[src/rtl/slave_sm_pkg.sv]
// Shared constants, encodings and state types of the fieldbus slave state machine
package slave_sm_pkg;

  // Register offsets as seen by the network master
  localparam logic [15:0] OFF_STATE_REQUEST = 16'h0120;
  localparam logic [15:0] OFF_STATE_REPORT = 16'h0130;
  localparam logic [15:0] OFF_ERROR_CODE = 16'h0134;
  localparam logic [15:0] OFF_INPUT_BYTE = 16'h4000;
  localparam logic [15:0] OFF_IO_FAULT = 16'h4001;
  localparam logic [15:0] OFF_OUTPUT_BYTE = 16'h5000;

  // Field positions in the request and report registers
  localparam int STATE_LSB = 0;
  localparam int STATE_MSB = 3;
  localparam int ACK_BIT = 4;
  localparam int FLAG_BIT = 4;

  // Reported state encodings (same in request and report)
  localparam logic [3:0] CODE_INIT = 4'h1;
  localparam logic [3:0] CODE_PREOP = 4'h2;
  localparam logic [3:0] CODE_BOOT = 4'h3;
  localparam logic [3:0] CODE_SAFEOP = 4'h4;
  localparam logic [3:0] CODE_OP = 4'h8;

  // Transition error codes
  localparam logic [15:0] ERR_NONE = 16'h0000;
  localparam logic [15:0] ERR_BAD_CHANGE = 16'h0011;
  localparam logic [15:0] ERR_UNKNOWN_STATE = 16'h0012;
  localparam logic [15:0] ERR_MBX_BOOT = 16'h0015;
  localparam logic [15:0] ERR_MBX_PREOP = 16'h0016;
  localparam logic [15:0] ERR_SM_CFG = 16'h0017;

  // Fault word bit positions
  localparam int FAULT_OUT_SHORT = 0;
  localparam int FAULT_OUT_SURGE = 1;
  localparam int FAULT_ACT_SHORT = 2;
  localparam int FAULT_ACT_UNDERV = 3;
  localparam int FAULT_SNS_SURGE = 4;
  localparam int FAULT_SNS_UNDERV = 5;
  localparam int FAULT_BITS = 6;

  // Substitute value modes
  localparam logic [1:0] SUBST_ZEROS = 2'h0;
  localparam logic [1:0] SUBST_ONES = 2'h1;
  localparam logic [1:0] SUBST_HOLD = 2'h2;
  localparam logic [1:0] SUBST_PATTERN = 2'h3;

  // Reset values
  localparam logic [4:0] REQUEST_RESET = 5'h01;
  localparam logic [3:0] OUTPUT_RESET = 4'h0;

  // Application states, Gray coded along init, preop, safeop, op
  typedef enum logic [2:0] {
    ST_INIT = 3'h0,
    ST_PREOP = 3'h1,
    ST_SAFEOP = 3'h3,
    ST_OP = 3'h2,
    ST_BOOT = 3'h6
  } app_state_t;

  // Register access request from the fieldbus side
  typedef struct packed {
    logic wr;
    logic rd;
    logic [15:0] addr;
    logic [31:0] wdata;
  } reg_req_t;

  // Substitute value configuration
  typedef struct packed {
    logic [1:0] mode;
    logic [3:0] pattern;
  } subst_cfg_t;

  // Whole state of the main module
  typedef struct packed {
    app_state_t state;
    logic flag;
    logic [15:0] err_code;
    logic [4:0] request;
    logic [3:0] out_data;
    logic [3:0] dout;
    logic [31:0] rdata;
    logic rvalid;
  } core_state_t;

endpackage

[src/rtl/pin_sync.sv]
// Two-stage synchroniser bank for asynchronous pin inputs
`timescale 1ns/1ps
module pin_sync #(
  parameter int WIDTH = 14
) (
  // Clock and reset
  input wire logic clk_in,
  input wire logic resetn_in,
  // Pins and synchronised copy
  input wire logic [WIDTH-1:0] pins_in,
  output logic [WIDTH-1:0] sync_out
);

  // Both stages held in one packed struct
  typedef struct packed {
    logic [WIDTH-1:0] meta;
    logic [WIDTH-1:0] stable;
  } sync_state_t;

  sync_state_t s_q;
  sync_state_t s_d;

  // Shift one stage per edge; first stage feeds only the second
  always_comb
  begin
    s_d = s_q;
    s_d.meta = pins_in;
    s_d.stable = s_q.meta;
  end

  // Synchronous reset clears both stages
  always_ff @(posedge clk_in)
  begin
    if (!resetn_in)
    begin
      s_q <= '0;
    end
    else
    begin
      s_q <= s_d;
    end
  end

  assign sync_out = s_q.stable;

endmodule

[src/rtl/slave_state_machine.sv]
// Application state machine, status registers and process data of the I/O slave
`timescale 1ns/1ps
module slave_state_machine (
  // Clock and reset
  input wire logic clk_in,
  input wire logic resetn_in,
  // Register access from the fieldbus
  input wire slave_sm_pkg::reg_req_t req_in,
  output logic [31:0] rdata_out,
  output logic rvalid_out,
  // Configuration checks made elsewhere
  input wire logic mbx_cfg_ok_in,
  input wire logic sm_cfg_ok_in,
  input wire slave_sm_pkg::subst_cfg_t subst_in,
  // Field pins
  input wire logic [7:0] din_in,
  input wire logic [slave_sm_pkg::FAULT_BITS-1:0] fault_in,
  output logic [3:0] dout_out,
  // Current state for indicators
  output logic [3:0] state_code_out
);

  // Synchronised pins: faults above, inputs below
  logic [slave_sm_pkg::FAULT_BITS+7:0] pins_sync;
  // Synchronised input byte, bit 7 is input 8
  logic [7:0] din_sync;
  // Synchronised fault bits
  logic [slave_sm_pkg::FAULT_BITS-1:0] fault_sync;

  // Registered state and its next value
  slave_sm_pkg::core_state_t s_q;
  slave_sm_pkg::core_state_t s_d;

  // Decoded request fields of the current write
  logic [3:0] want_code;
  logic want_ack;
  logic req_write;
  logic out_write;

  // Outcome of the transition check
  logic want_known;
  slave_sm_pkg::app_state_t want_state;
  logic refuse;
  logic [15:0] refuse_code;

  // Substitute value for the outputs outside Operational
  logic [3:0] subst_val;
  // Read mux result
  logic [31:0] read_val;

  // Pins come from outside the clock domain, so two flops first
  pin_sync #(
    .WIDTH(slave_sm_pkg::FAULT_BITS + 8)
  ) u_pin_sync (
    .clk_in(clk_in),
    .resetn_in(resetn_in),
    .pins_in({fault_in, din_in}),
    .sync_out(pins_sync)
  );

  assign din_sync = pins_sync[7:0];
  assign fault_sync = pins_sync[slave_sm_pkg::FAULT_BITS+7:8];

  // Map an internal state onto its reported code
  function automatic logic [3:0] state_code(input slave_sm_pkg::app_state_t st);
    logic [3:0] code;
    code = slave_sm_pkg::CODE_INIT;
    unique case (st)
      slave_sm_pkg::ST_INIT: code = slave_sm_pkg::CODE_INIT;
      slave_sm_pkg::ST_PREOP: code = slave_sm_pkg::CODE_PREOP;
      slave_sm_pkg::ST_SAFEOP: code = slave_sm_pkg::CODE_SAFEOP;
      slave_sm_pkg::ST_OP: code = slave_sm_pkg::CODE_OP;
      slave_sm_pkg::ST_BOOT: code = slave_sm_pkg::CODE_BOOT;
      // Illegal codes report Init
      default: code = slave_sm_pkg::CODE_INIT;
    endcase
    return code;
  endfunction

  // Decode the write strobes
  always_comb
  begin
    req_write = req_in.wr && (req_in.addr == slave_sm_pkg::OFF_STATE_REQUEST);
    out_write = req_in.wr && (req_in.addr == slave_sm_pkg::OFF_OUTPUT_BYTE);
    want_code = req_in.wdata[slave_sm_pkg::STATE_MSB:slave_sm_pkg::STATE_LSB];
    want_ack = req_in.wdata[slave_sm_pkg::ACK_BIT];
  end

  // Translate the requested code into a target state
  always_comb
  begin
    want_known = 1'b1;
    want_state = slave_sm_pkg::ST_INIT;
    unique case (want_code)
      slave_sm_pkg::CODE_INIT: want_state = slave_sm_pkg::ST_INIT;
      slave_sm_pkg::CODE_PREOP: want_state = slave_sm_pkg::ST_PREOP;
      slave_sm_pkg::CODE_BOOT: want_state = slave_sm_pkg::ST_BOOT;
      slave_sm_pkg::CODE_SAFEOP: want_state = slave_sm_pkg::ST_SAFEOP;
      slave_sm_pkg::CODE_OP: want_state = slave_sm_pkg::ST_OP;
      // Any other value is an unknown state
      default: want_known = 1'b0;
    endcase
  end

  // Check whether the requested transition may be made
  always_comb
  begin
    refuse = 1'b0;
    refuse_code = slave_sm_pkg::ERR_NONE;
    if (!want_known)
    begin
      // Unknown target: stay put with its own code
      refuse = 1'b1;
      refuse_code = slave_sm_pkg::ERR_UNKNOWN_STATE;
    end
    else if (want_state != s_q.state && want_state != slave_sm_pkg::ST_INIT)
    begin
      // Going back to Init or staying in the current state is always allowed, so only other targets are checked
      unique case (s_q.state)
        slave_sm_pkg::ST_INIT:
        begin
          if (want_state == slave_sm_pkg::ST_SAFEOP || want_state == slave_sm_pkg::ST_OP)
          begin
            refuse = 1'b1;
            refuse_code = slave_sm_pkg::ERR_BAD_CHANGE;
          end
          else if (!mbx_cfg_ok_in)
          begin
            // mailbox setup checked on leaving Init
            refuse = 1'b1;
            refuse_code = (want_state == slave_sm_pkg::ST_BOOT) ?
              slave_sm_pkg::ERR_MBX_BOOT : slave_sm_pkg::ERR_MBX_PREOP;
          end
        end
        slave_sm_pkg::ST_PREOP:
        begin
          if (want_state == slave_sm_pkg::ST_OP || want_state == slave_sm_pkg::ST_BOOT)
          begin
            // PreOp may only step to SafeOp
            refuse = 1'b1;
            refuse_code = slave_sm_pkg::ERR_BAD_CHANGE;
          end
          else if (!sm_cfg_ok_in)
          begin
            refuse = 1'b1;
            refuse_code = slave_sm_pkg::ERR_SM_CFG;
          end
        end
        slave_sm_pkg::ST_SAFEOP:
        begin
          if (want_state == slave_sm_pkg::ST_BOOT)
          begin
            refuse = 1'b1;
            refuse_code = slave_sm_pkg::ERR_BAD_CHANGE;
          end
          else if (want_state == slave_sm_pkg::ST_OP && !sm_cfg_ok_in)
          begin
            refuse = 1'b1;
            refuse_code = slave_sm_pkg::ERR_SM_CFG;
          end
        end
        slave_sm_pkg::ST_OP:
        begin
          if (want_state == slave_sm_pkg::ST_BOOT)
          begin
            refuse = 1'b1;
            refuse_code = slave_sm_pkg::ERR_BAD_CHANGE;
          end
        end
        slave_sm_pkg::ST_BOOT:
        begin
          // Bootstrap is left only through Init
          refuse = 1'b1;
          refuse_code = slave_sm_pkg::ERR_BAD_CHANGE;
        end
        default:
        begin
          refuse = 1'b1;
          refuse_code = slave_sm_pkg::ERR_BAD_CHANGE;
        end
      endcase
    end
  end

  // Substitute value chosen by the configured mode
  always_comb
  begin
    unique case (subst_in.mode)
      slave_sm_pkg::SUBST_ZEROS: subst_val = 4'h0;
      slave_sm_pkg::SUBST_ONES: subst_val = 4'hf;
      // Holding keeps whatever was last driven
      slave_sm_pkg::SUBST_HOLD: subst_val = s_q.dout;
      slave_sm_pkg::SUBST_PATTERN: subst_val = subst_in.pattern;
    endcase
  end

  // Read multiplexer; unmapped offsets and reserved bits read zero
  always_comb
  begin
    read_val = 32'h0000_0000;
    unique case (req_in.addr)
      slave_sm_pkg::OFF_STATE_REQUEST: read_val = {27'h0, s_q.request};
      slave_sm_pkg::OFF_STATE_REPORT: read_val = {27'h0, s_q.flag, state_code(s_q.state)};
      slave_sm_pkg::OFF_ERROR_CODE: read_val = {16'h0, s_q.err_code};
      slave_sm_pkg::OFF_INPUT_BYTE: read_val = {24'h0, din_sync};
      slave_sm_pkg::OFF_IO_FAULT: read_val = {26'h0, fault_sync};
      slave_sm_pkg::OFF_OUTPUT_BYTE: read_val = {28'h0, s_q.out_data};
      default: read_val = 32'h0000_0000;
    endcase
  end

  // Next-state logic for the whole block
  always_comb
  begin
    s_d = s_q;
    s_d.rvalid = req_in.rd;
    if (req_in.rd)
    begin
      s_d.rdata = read_val;
    end
    // process byte written by the master
    if (out_write)
    begin
      s_d.out_data = req_in.wdata[3:0];
    end
    if (req_write)
    begin
      s_d.request = req_in.wdata[4:0];
      // acknowledge clears, error below may set again
      if (want_ack)
      begin
        s_d.flag = 1'b0;
      end
      if (refuse)
      begin
        // flag and code on refusal, set beats the clear
        s_d.flag = 1'b1;
        s_d.err_code = refuse_code;
      end
      else
      begin
        s_d.state = want_state;
        s_d.err_code = slave_sm_pkg::ERR_NONE;
      end
    end
    // outputs follow process data only in Operational
    if (s_d.state == slave_sm_pkg::ST_OP)
    begin
      s_d.dout = s_d.out_data;
    end
    else
    begin
      s_d.dout = subst_val;
    end
  end

  // State register with synchronous reset
  always_ff @(posedge clk_in)
  begin
    if (!resetn_in)
    begin
      // start in Init, clear flag and code
      s_q.state <= slave_sm_pkg::ST_INIT;
      s_q.flag <= 1'b0;
      s_q.err_code <= slave_sm_pkg::ERR_NONE;
      s_q.request <= slave_sm_pkg::REQUEST_RESET;
      s_q.out_data <= slave_sm_pkg::OUTPUT_RESET;
      s_q.dout <= slave_sm_pkg::OUTPUT_RESET;
      s_q.rdata <= 32'h0000_0000;
      s_q.rvalid <= 1'b0;
    end
    else
    begin
      s_q <= s_d;
    end
  end

  // Outputs straight from flops, except the state code, which is decoded from the state flop
  assign rdata_out = s_q.rdata;
  assign rvalid_out = s_q.rvalid;
  assign dout_out = s_q.dout;
  assign state_code_out = state_code(s_q.state);

endmodule

[config.mk]
export PLATFORM = sky130hd
export DESIGN_NAME = slave_state_machine
export DESIGN_NICKNAME = d
export VERILOG_FILES = /design/src/rtl/slave_sm_pkg.sv /design/src/rtl/pin_sync.sv /design/src/rtl/slave_state_machine.sv
export SDC_FILE = /design/constraint.sdc
export NUM_CORES = 1
export LEC_CHECK = 0
export BUFFER_PORTS_ARGS = -buffer_cell sky130_fd_sc_hd__buf_4
export CAP_MARGIN = 20
export CORE_ASPECT_RATIO = 1.4
export CORE_MARGIN = 3
export CORE_UTILIZATION = 49
export DETAILED_ROUTE_END_ITERATION = 16
export PLACE_DENSITY = 0.8
export SYNTH_ARGS = -nofsm -noshare
export SYNTH_HDL_FRONTEND = slang
export SYNTH_HIERARCHICAL = 1
export SYNTH_SLANG_ARGS = --single-unit
[constraint.sdc]
create_clock -name clk_in -period 2.2 [get_ports clk_in]
set_input_delay 0.22 -clock clk_in [delete_from_list [all_inputs] [get_ports clk_in]]
set_output_delay 0.22 -clock clk_in [all_outputs]
set_load 0.03 [all_outputs]
Yosys cells after proc, flatten, opt, wreduce, memory -nomap -nowiden. Cells that the tools add are included. Widths: inputs -> output; s select.

Bits in registers: 94. Output and inout port bits: 41.

Equality and inequality tests: 24. Mux-type cells: 33. Reduce and logical (&&, ||, !) cells: 13.

Operators with widths (count): $pmux 16 s6 (1); $pmux 16 s4 (1); $eq 16x15->1 const B (3); $eq 16x9->1 const B (3); $mux 16 (3); $mux 5 (7); $mux 25 (1); $pmux 4 s4 (1); $eq 3x2->1 const B (5); $mux 1 (12); $pmux 3 s4 (1); $pmux 4 s3 (1); $eq 4x2->1 const B (2); $mux 4 (2); $eq 3x3->1 const B (2); $reduce_or 5->1 (1); $eq 2x2->1 const B (2); $eq 4x1->1 const B (1); $eq 4x3->1 const B (1); $eq 4x4->1 const B (1); $logic_and 1x1->1 (4); $pmux 1 s4 (1); $eq 3x1->1 const B (1); $logic_not 3->1 (1); other kinds (11) (12).

Logic depth before layout (Yosys ltp).
Word-level depth: 13. Mapped depth: 8.

Hierarchy. Netlist, hierarchy kept.

By module, submodules not included: slave_state_machine (times used 1, cells each 261, area an instance 2130.8 um^2, seq. area each 600.6 um^2); pin_sync (times used 1, cells each 58, area an instance 785.8 um^2, seq. area each 560.5 um^2).

Worst setup path before layout. OpenSTA, ideal clock, no wires.

Kind: flip-flop to flip-flop. From: reg s_q[63] (netlist name). To: reg s_q (netlist bit dout_out[0]). Arrival: 2143 ps. Slack: -65 ps. Stages on the path, launching flop included: 7. Clock period less this slack: 2265 ps. Path through: dfxtp_1 buf_2 o21ai_0 a211oi_2 nand3b_4 a31o_4 mux2_4.

Longest elaborated chain between the ends: 8.

Ends and longest elaborated chain: start, declared (RTL line slave_state_machine.sv:31) `slave_sm_pkg::core_state_t s_q;`; $eq 3x2->1, or another cell as far along (RTL line slave_state_machine.sv:119) `unique case (s_q.state)`; $pmux 1 s4 / $logic_and 1x1->1 (equally long branches) (RTL line slave_state_machine.sv:119, slave_state_machine.sv:116); $mux 1 (RTL line slave_state_machine.sv:116) `else if (want_state != s_q.state && want_state != slave_sm_pkg::ST_INIT)`; $mux 1 (RTL line slave_state_machine.sv:110) `if (!want_known)`; $mux 3 (RTL line slave_state_machine.sv:234) `if (refuse)`; $mux 25 * (RTL line slave_state_machine.sv:226) `if (req_write)`; $eq 3x2->1 * (RTL line slave_state_machine.sv:247) `if (s_d.state == slave_sm_pkg::ST_OP)`; $ne 2x2->1 (no line) / $mux 4 (equally long branches).

Mark *: on every way between the ends. The rest lies on a longest branch, timed or not. A chain may end at the register's enable or synchronous reset.

Worst setup path in the final report.
From: reg s_q[64] (netlist name). To: reg s_q (netlist bit dout_out[2]).

Same word-level chain as after synthesis.

==> results_dict.tcl <==
set metrics [dict create \
    status "finished clean" \
    firstDrtPassIters 4 \
    ys_types 57 \
    cts.clk_slew.worst_paths_ps 60 \
    grt_util_met2_pct 30.2 \
    finalPower_mw 2.23 \
    synth-simple-area-share_pct 25.4 \
    seq_area_sq_um 1160 \
    power_frac_seq_pct 49.2 \
    cts_tree "done" \
    synth_top_area_share_pct 39.8 \
    postCtsResizedCells 0 \
    layout_setup_ws_ps 303 \
    synth_adder_area_share_pct 0.386 \
    cp_slowest_stage_delay_ps 370 \
    diodes 0 \
    p_per_area_nw_per_um2 648 \
    grt_max_degree 44 \
    wire_per_inst_um 13.9 \
    grt_overflow 0 \
    syn_inst 319 \
    cp.arrival_ps 2120 \
    drc 0 \
    vias 2347 \
    ys.flop_type "dfxtp_1" \
    htreeDepth 3 \
    die_w_um 71.2 \
    grt_pass1_wl_um 9640 \
    cts_setup_buffers 0 \
    synth-xor-area-share_pct 0.601 \
    worst_clock_skew_ps 7.57 \
    start_kind "flop" \
    synth-compound-area-share_pct 14.5 \
    drive_gt1_share_pct 33.8 \
    ctsLongestPathBuffers 2 \
    grtUsageTotal_pct 17.5 \
    yosys_warnings 6 \
    synth_top_family_by_area "simple AND/OR/NAND/NOR gates" \
    async_reset_ff_share_pct 0 \
    crit_cells 6 \
    cts_hold_buf 0 \
    hold_depth 2 \
    fmax_mhz 527 \
    max_cap_violations 0 \
    cts_made_buffers 9 \
    internal-power_mw 1.66 \
    detail-route-antenna-nets 0 \
    synth_edf_count 0 \
    cts_sinks 58 \
    cp_num_buf_inv 1 \
    grt_pass1_vias 2173 \
    clockRootBuffer "clkbuf_8" \
    fin_crit_sh_pct 86.2 \
    fillers 481 \
    hold_violations 0 \
    rows 32 \
    synth_most_common_cell "dfxtp_1" \
    ir_drop_v 0.000540 \
    ys_ff_latch 58 \
    synthMuxAreaShare_pct 6.01 \
    p_sw_share_pct 25.4 \
    rsz0062_at_grt "no" \
    routed_wl_um 6190 \
    setup_viol 0 \
    critical-path-top-delay-family "compound AO/OA/AOI/OAI gates" \
    clkPwrFrac_pct 37.6 \
    fin_nets 449 \
    cp.required_ps 2420 \
    path_class "reg -> reg" \
    slowest_stage "dfxtp_1" \
    dpl.hpwl_um 4700 \
    setup-tns-final_ps 0 \
    cp_cell_sequence "inv_1 -> maj3_2 -> a211oi_2 -> nand3b_4 -> a31o_4 -> mux2_4" \
    min_period_ps 1900 \
    drt-initial-drc-count 129 \
    combPwrFrac_pct 13.3 \
    postSynthAreaPerCell_sq_um 9.14 \
    synth_common_cells "dfxtp_1 (58), buf_4 (37), nand2_1 (29)" \
    syn_to_final_growth_pct 18.0 \
    cp-end-kind "flop" \
    synth.largest_area_cell "dfxtp_1" \
    antenna_found_initial 0 \
    pre_cts_ws_ps 178 \
    io_buffers 63 \
    syn_area_sq_um 2920 \
    leakagePower_nw 1.54 \
    reg2reg_depth 6 \
    worstSkewPairLatency_ps 330 \
    seq_area_frac_synth_pct 39.8 \
    coreArea_sq_um 5650 \
    drv_slew 0 \
    drt-vias-per-instance 5.25 \
    dieArea_sq_um 6930 \
    worstPathMaxFanout 6 \
    multi_input_area_sq_um 1460 \
    met3_usage_pct 4.24 \
    grt.met1_usage_pct 19.3 \
    switchingPower_uw 566 \
    hp-class "in -> reg" \
    io_pins 115 \
    initial_core_util_pct 51.7 \
    gr-max-usage-layer "met2" \
    fp.dieH_um 97.3 \
    synth.area.top_cells "dfxtp_1 (40%), buf_4 (9.5%), and2_2 (5.7%)" \
    gp_congestion 0.880 \
]
[state kept, by name, indices dropped and copies added, names as in the netlist]
| register | cells |
|---|---|
| s_q | 17 |
| u_pin_sync/s_d | 14 |
| u_pin_sync/sync_out | 14 |
| rdata_out | 8 |
| dout_out | 4 |
| rvalid_out | 1 |
[cell usage in the layout (no fill, tap or decap), types with 3 or more instances in the layout]
| master | synthesis | routed |
|---|---|---|
| inv_1 | 8 | 8 |
| and3_1 | 3 | 3 |
| mux2_4 | 4 | 4 |
| nor2_1 | 19 | 19 |
| nand4_1 | 3 | 3 |
| clkinv_2 | 0 | 3 |
| and2_1 | 8 | 8 |
| conb_1 | 1 | 24 |
| a31oi_1 | 6 | 6 |
| a22oi_1 | 5 | 5 |
| a21oi_1 | 19 | 19 |
| o21ai_0 | 15 | 14 |
| a222oi_1 | 5 | 5 |
| mux2_2 | 4 | 4 |
| or3_1 | 3 | 3 |
| buf_4 | 37 | 71 |
| nand3_1 | 11 | 11 |
| mux2i_1 | 7 | 7 |
| clkbuf_8 | 0 | 11 |
| and2_2 | 22 | 22 |
| nand2_1 | 29 | 29 |
| dfxtp_1 | 58 | 58 |
[power groups by stage]
stage          logic [mW]  registers, mW  clock network, mW
6_report            0.295           1.10              0.837
3_5_place_dp        0.295           1.12                  0
4_1_cts             0.296           1.10              0.862
3_3_place_gp        0.290           1.12                  0
5_1_grt             0.320           1.10              0.898
2_1_floorplan       0.233           1.12                  0
[worst reg2reg max path: stages (launching register included)]
cell and delay, ps:
dfxtp_1 370, inv_1 130, maj3_2 330, a211oi_2 250, nand3b_4 190, a31o_4 210, mux2_4 300
[final timing paths]
| kind | start | endpoint | slack, ps |
|---|---|---|---|
| worst max-delay path | s_q[64] | dout_out[2] | 300 |
| worst min-delay path | fault_in[1] | u_pin_sync/s_d[9] | 100 |
| worst max register to register | s_q[64] | dout_out[2] | 300 |
| worst min register to register | u_pin_sync/s_d[4] | u_pin_sync/sync_out[4] | 430 |
[layout make-up]
type,count,share of cell area (%)
multi-input combinational,226,42.4
sequential,58,33.7
timing repair buffer,71,15.5
clock buffer,12,4.51
tap,68,2.47
inverter,9,0.982
clock inverter,3,0.436
[cells by family after synthesis]
kind of cell    Yosys count
simple gates            120
compound gates           64
flops                    58
buf+inv                  58
mux                      15
xor+xnor                  2
fa+ha+maj                 1
other cells               1
[per-stage QoR]
stage                     hold WS [ps]  area [sq um]  util (%)  instances
final                             98.6          3440      60.9        447
after detailed placement           423          3270      57.9        432
after global routing              88.1          3440      60.9        447
after CTS                         79.3          3440      60.9        447
after global placement             415          3270      57.9        432
after floorplan                    347          3000         -        342
[routing by layer]
| layer | wire length (um) | up-vias |
|---|---|---|
| li1 | - | 1166 |
| met1 | 2430 | 1081 |
| met2 | 3260 | 83 |
| met3 | 357 | 17 |
| met4 | 146 | 0 |
| met5 | 0 | - |
No activity file was read; power rests on OpenSTA's default activity.
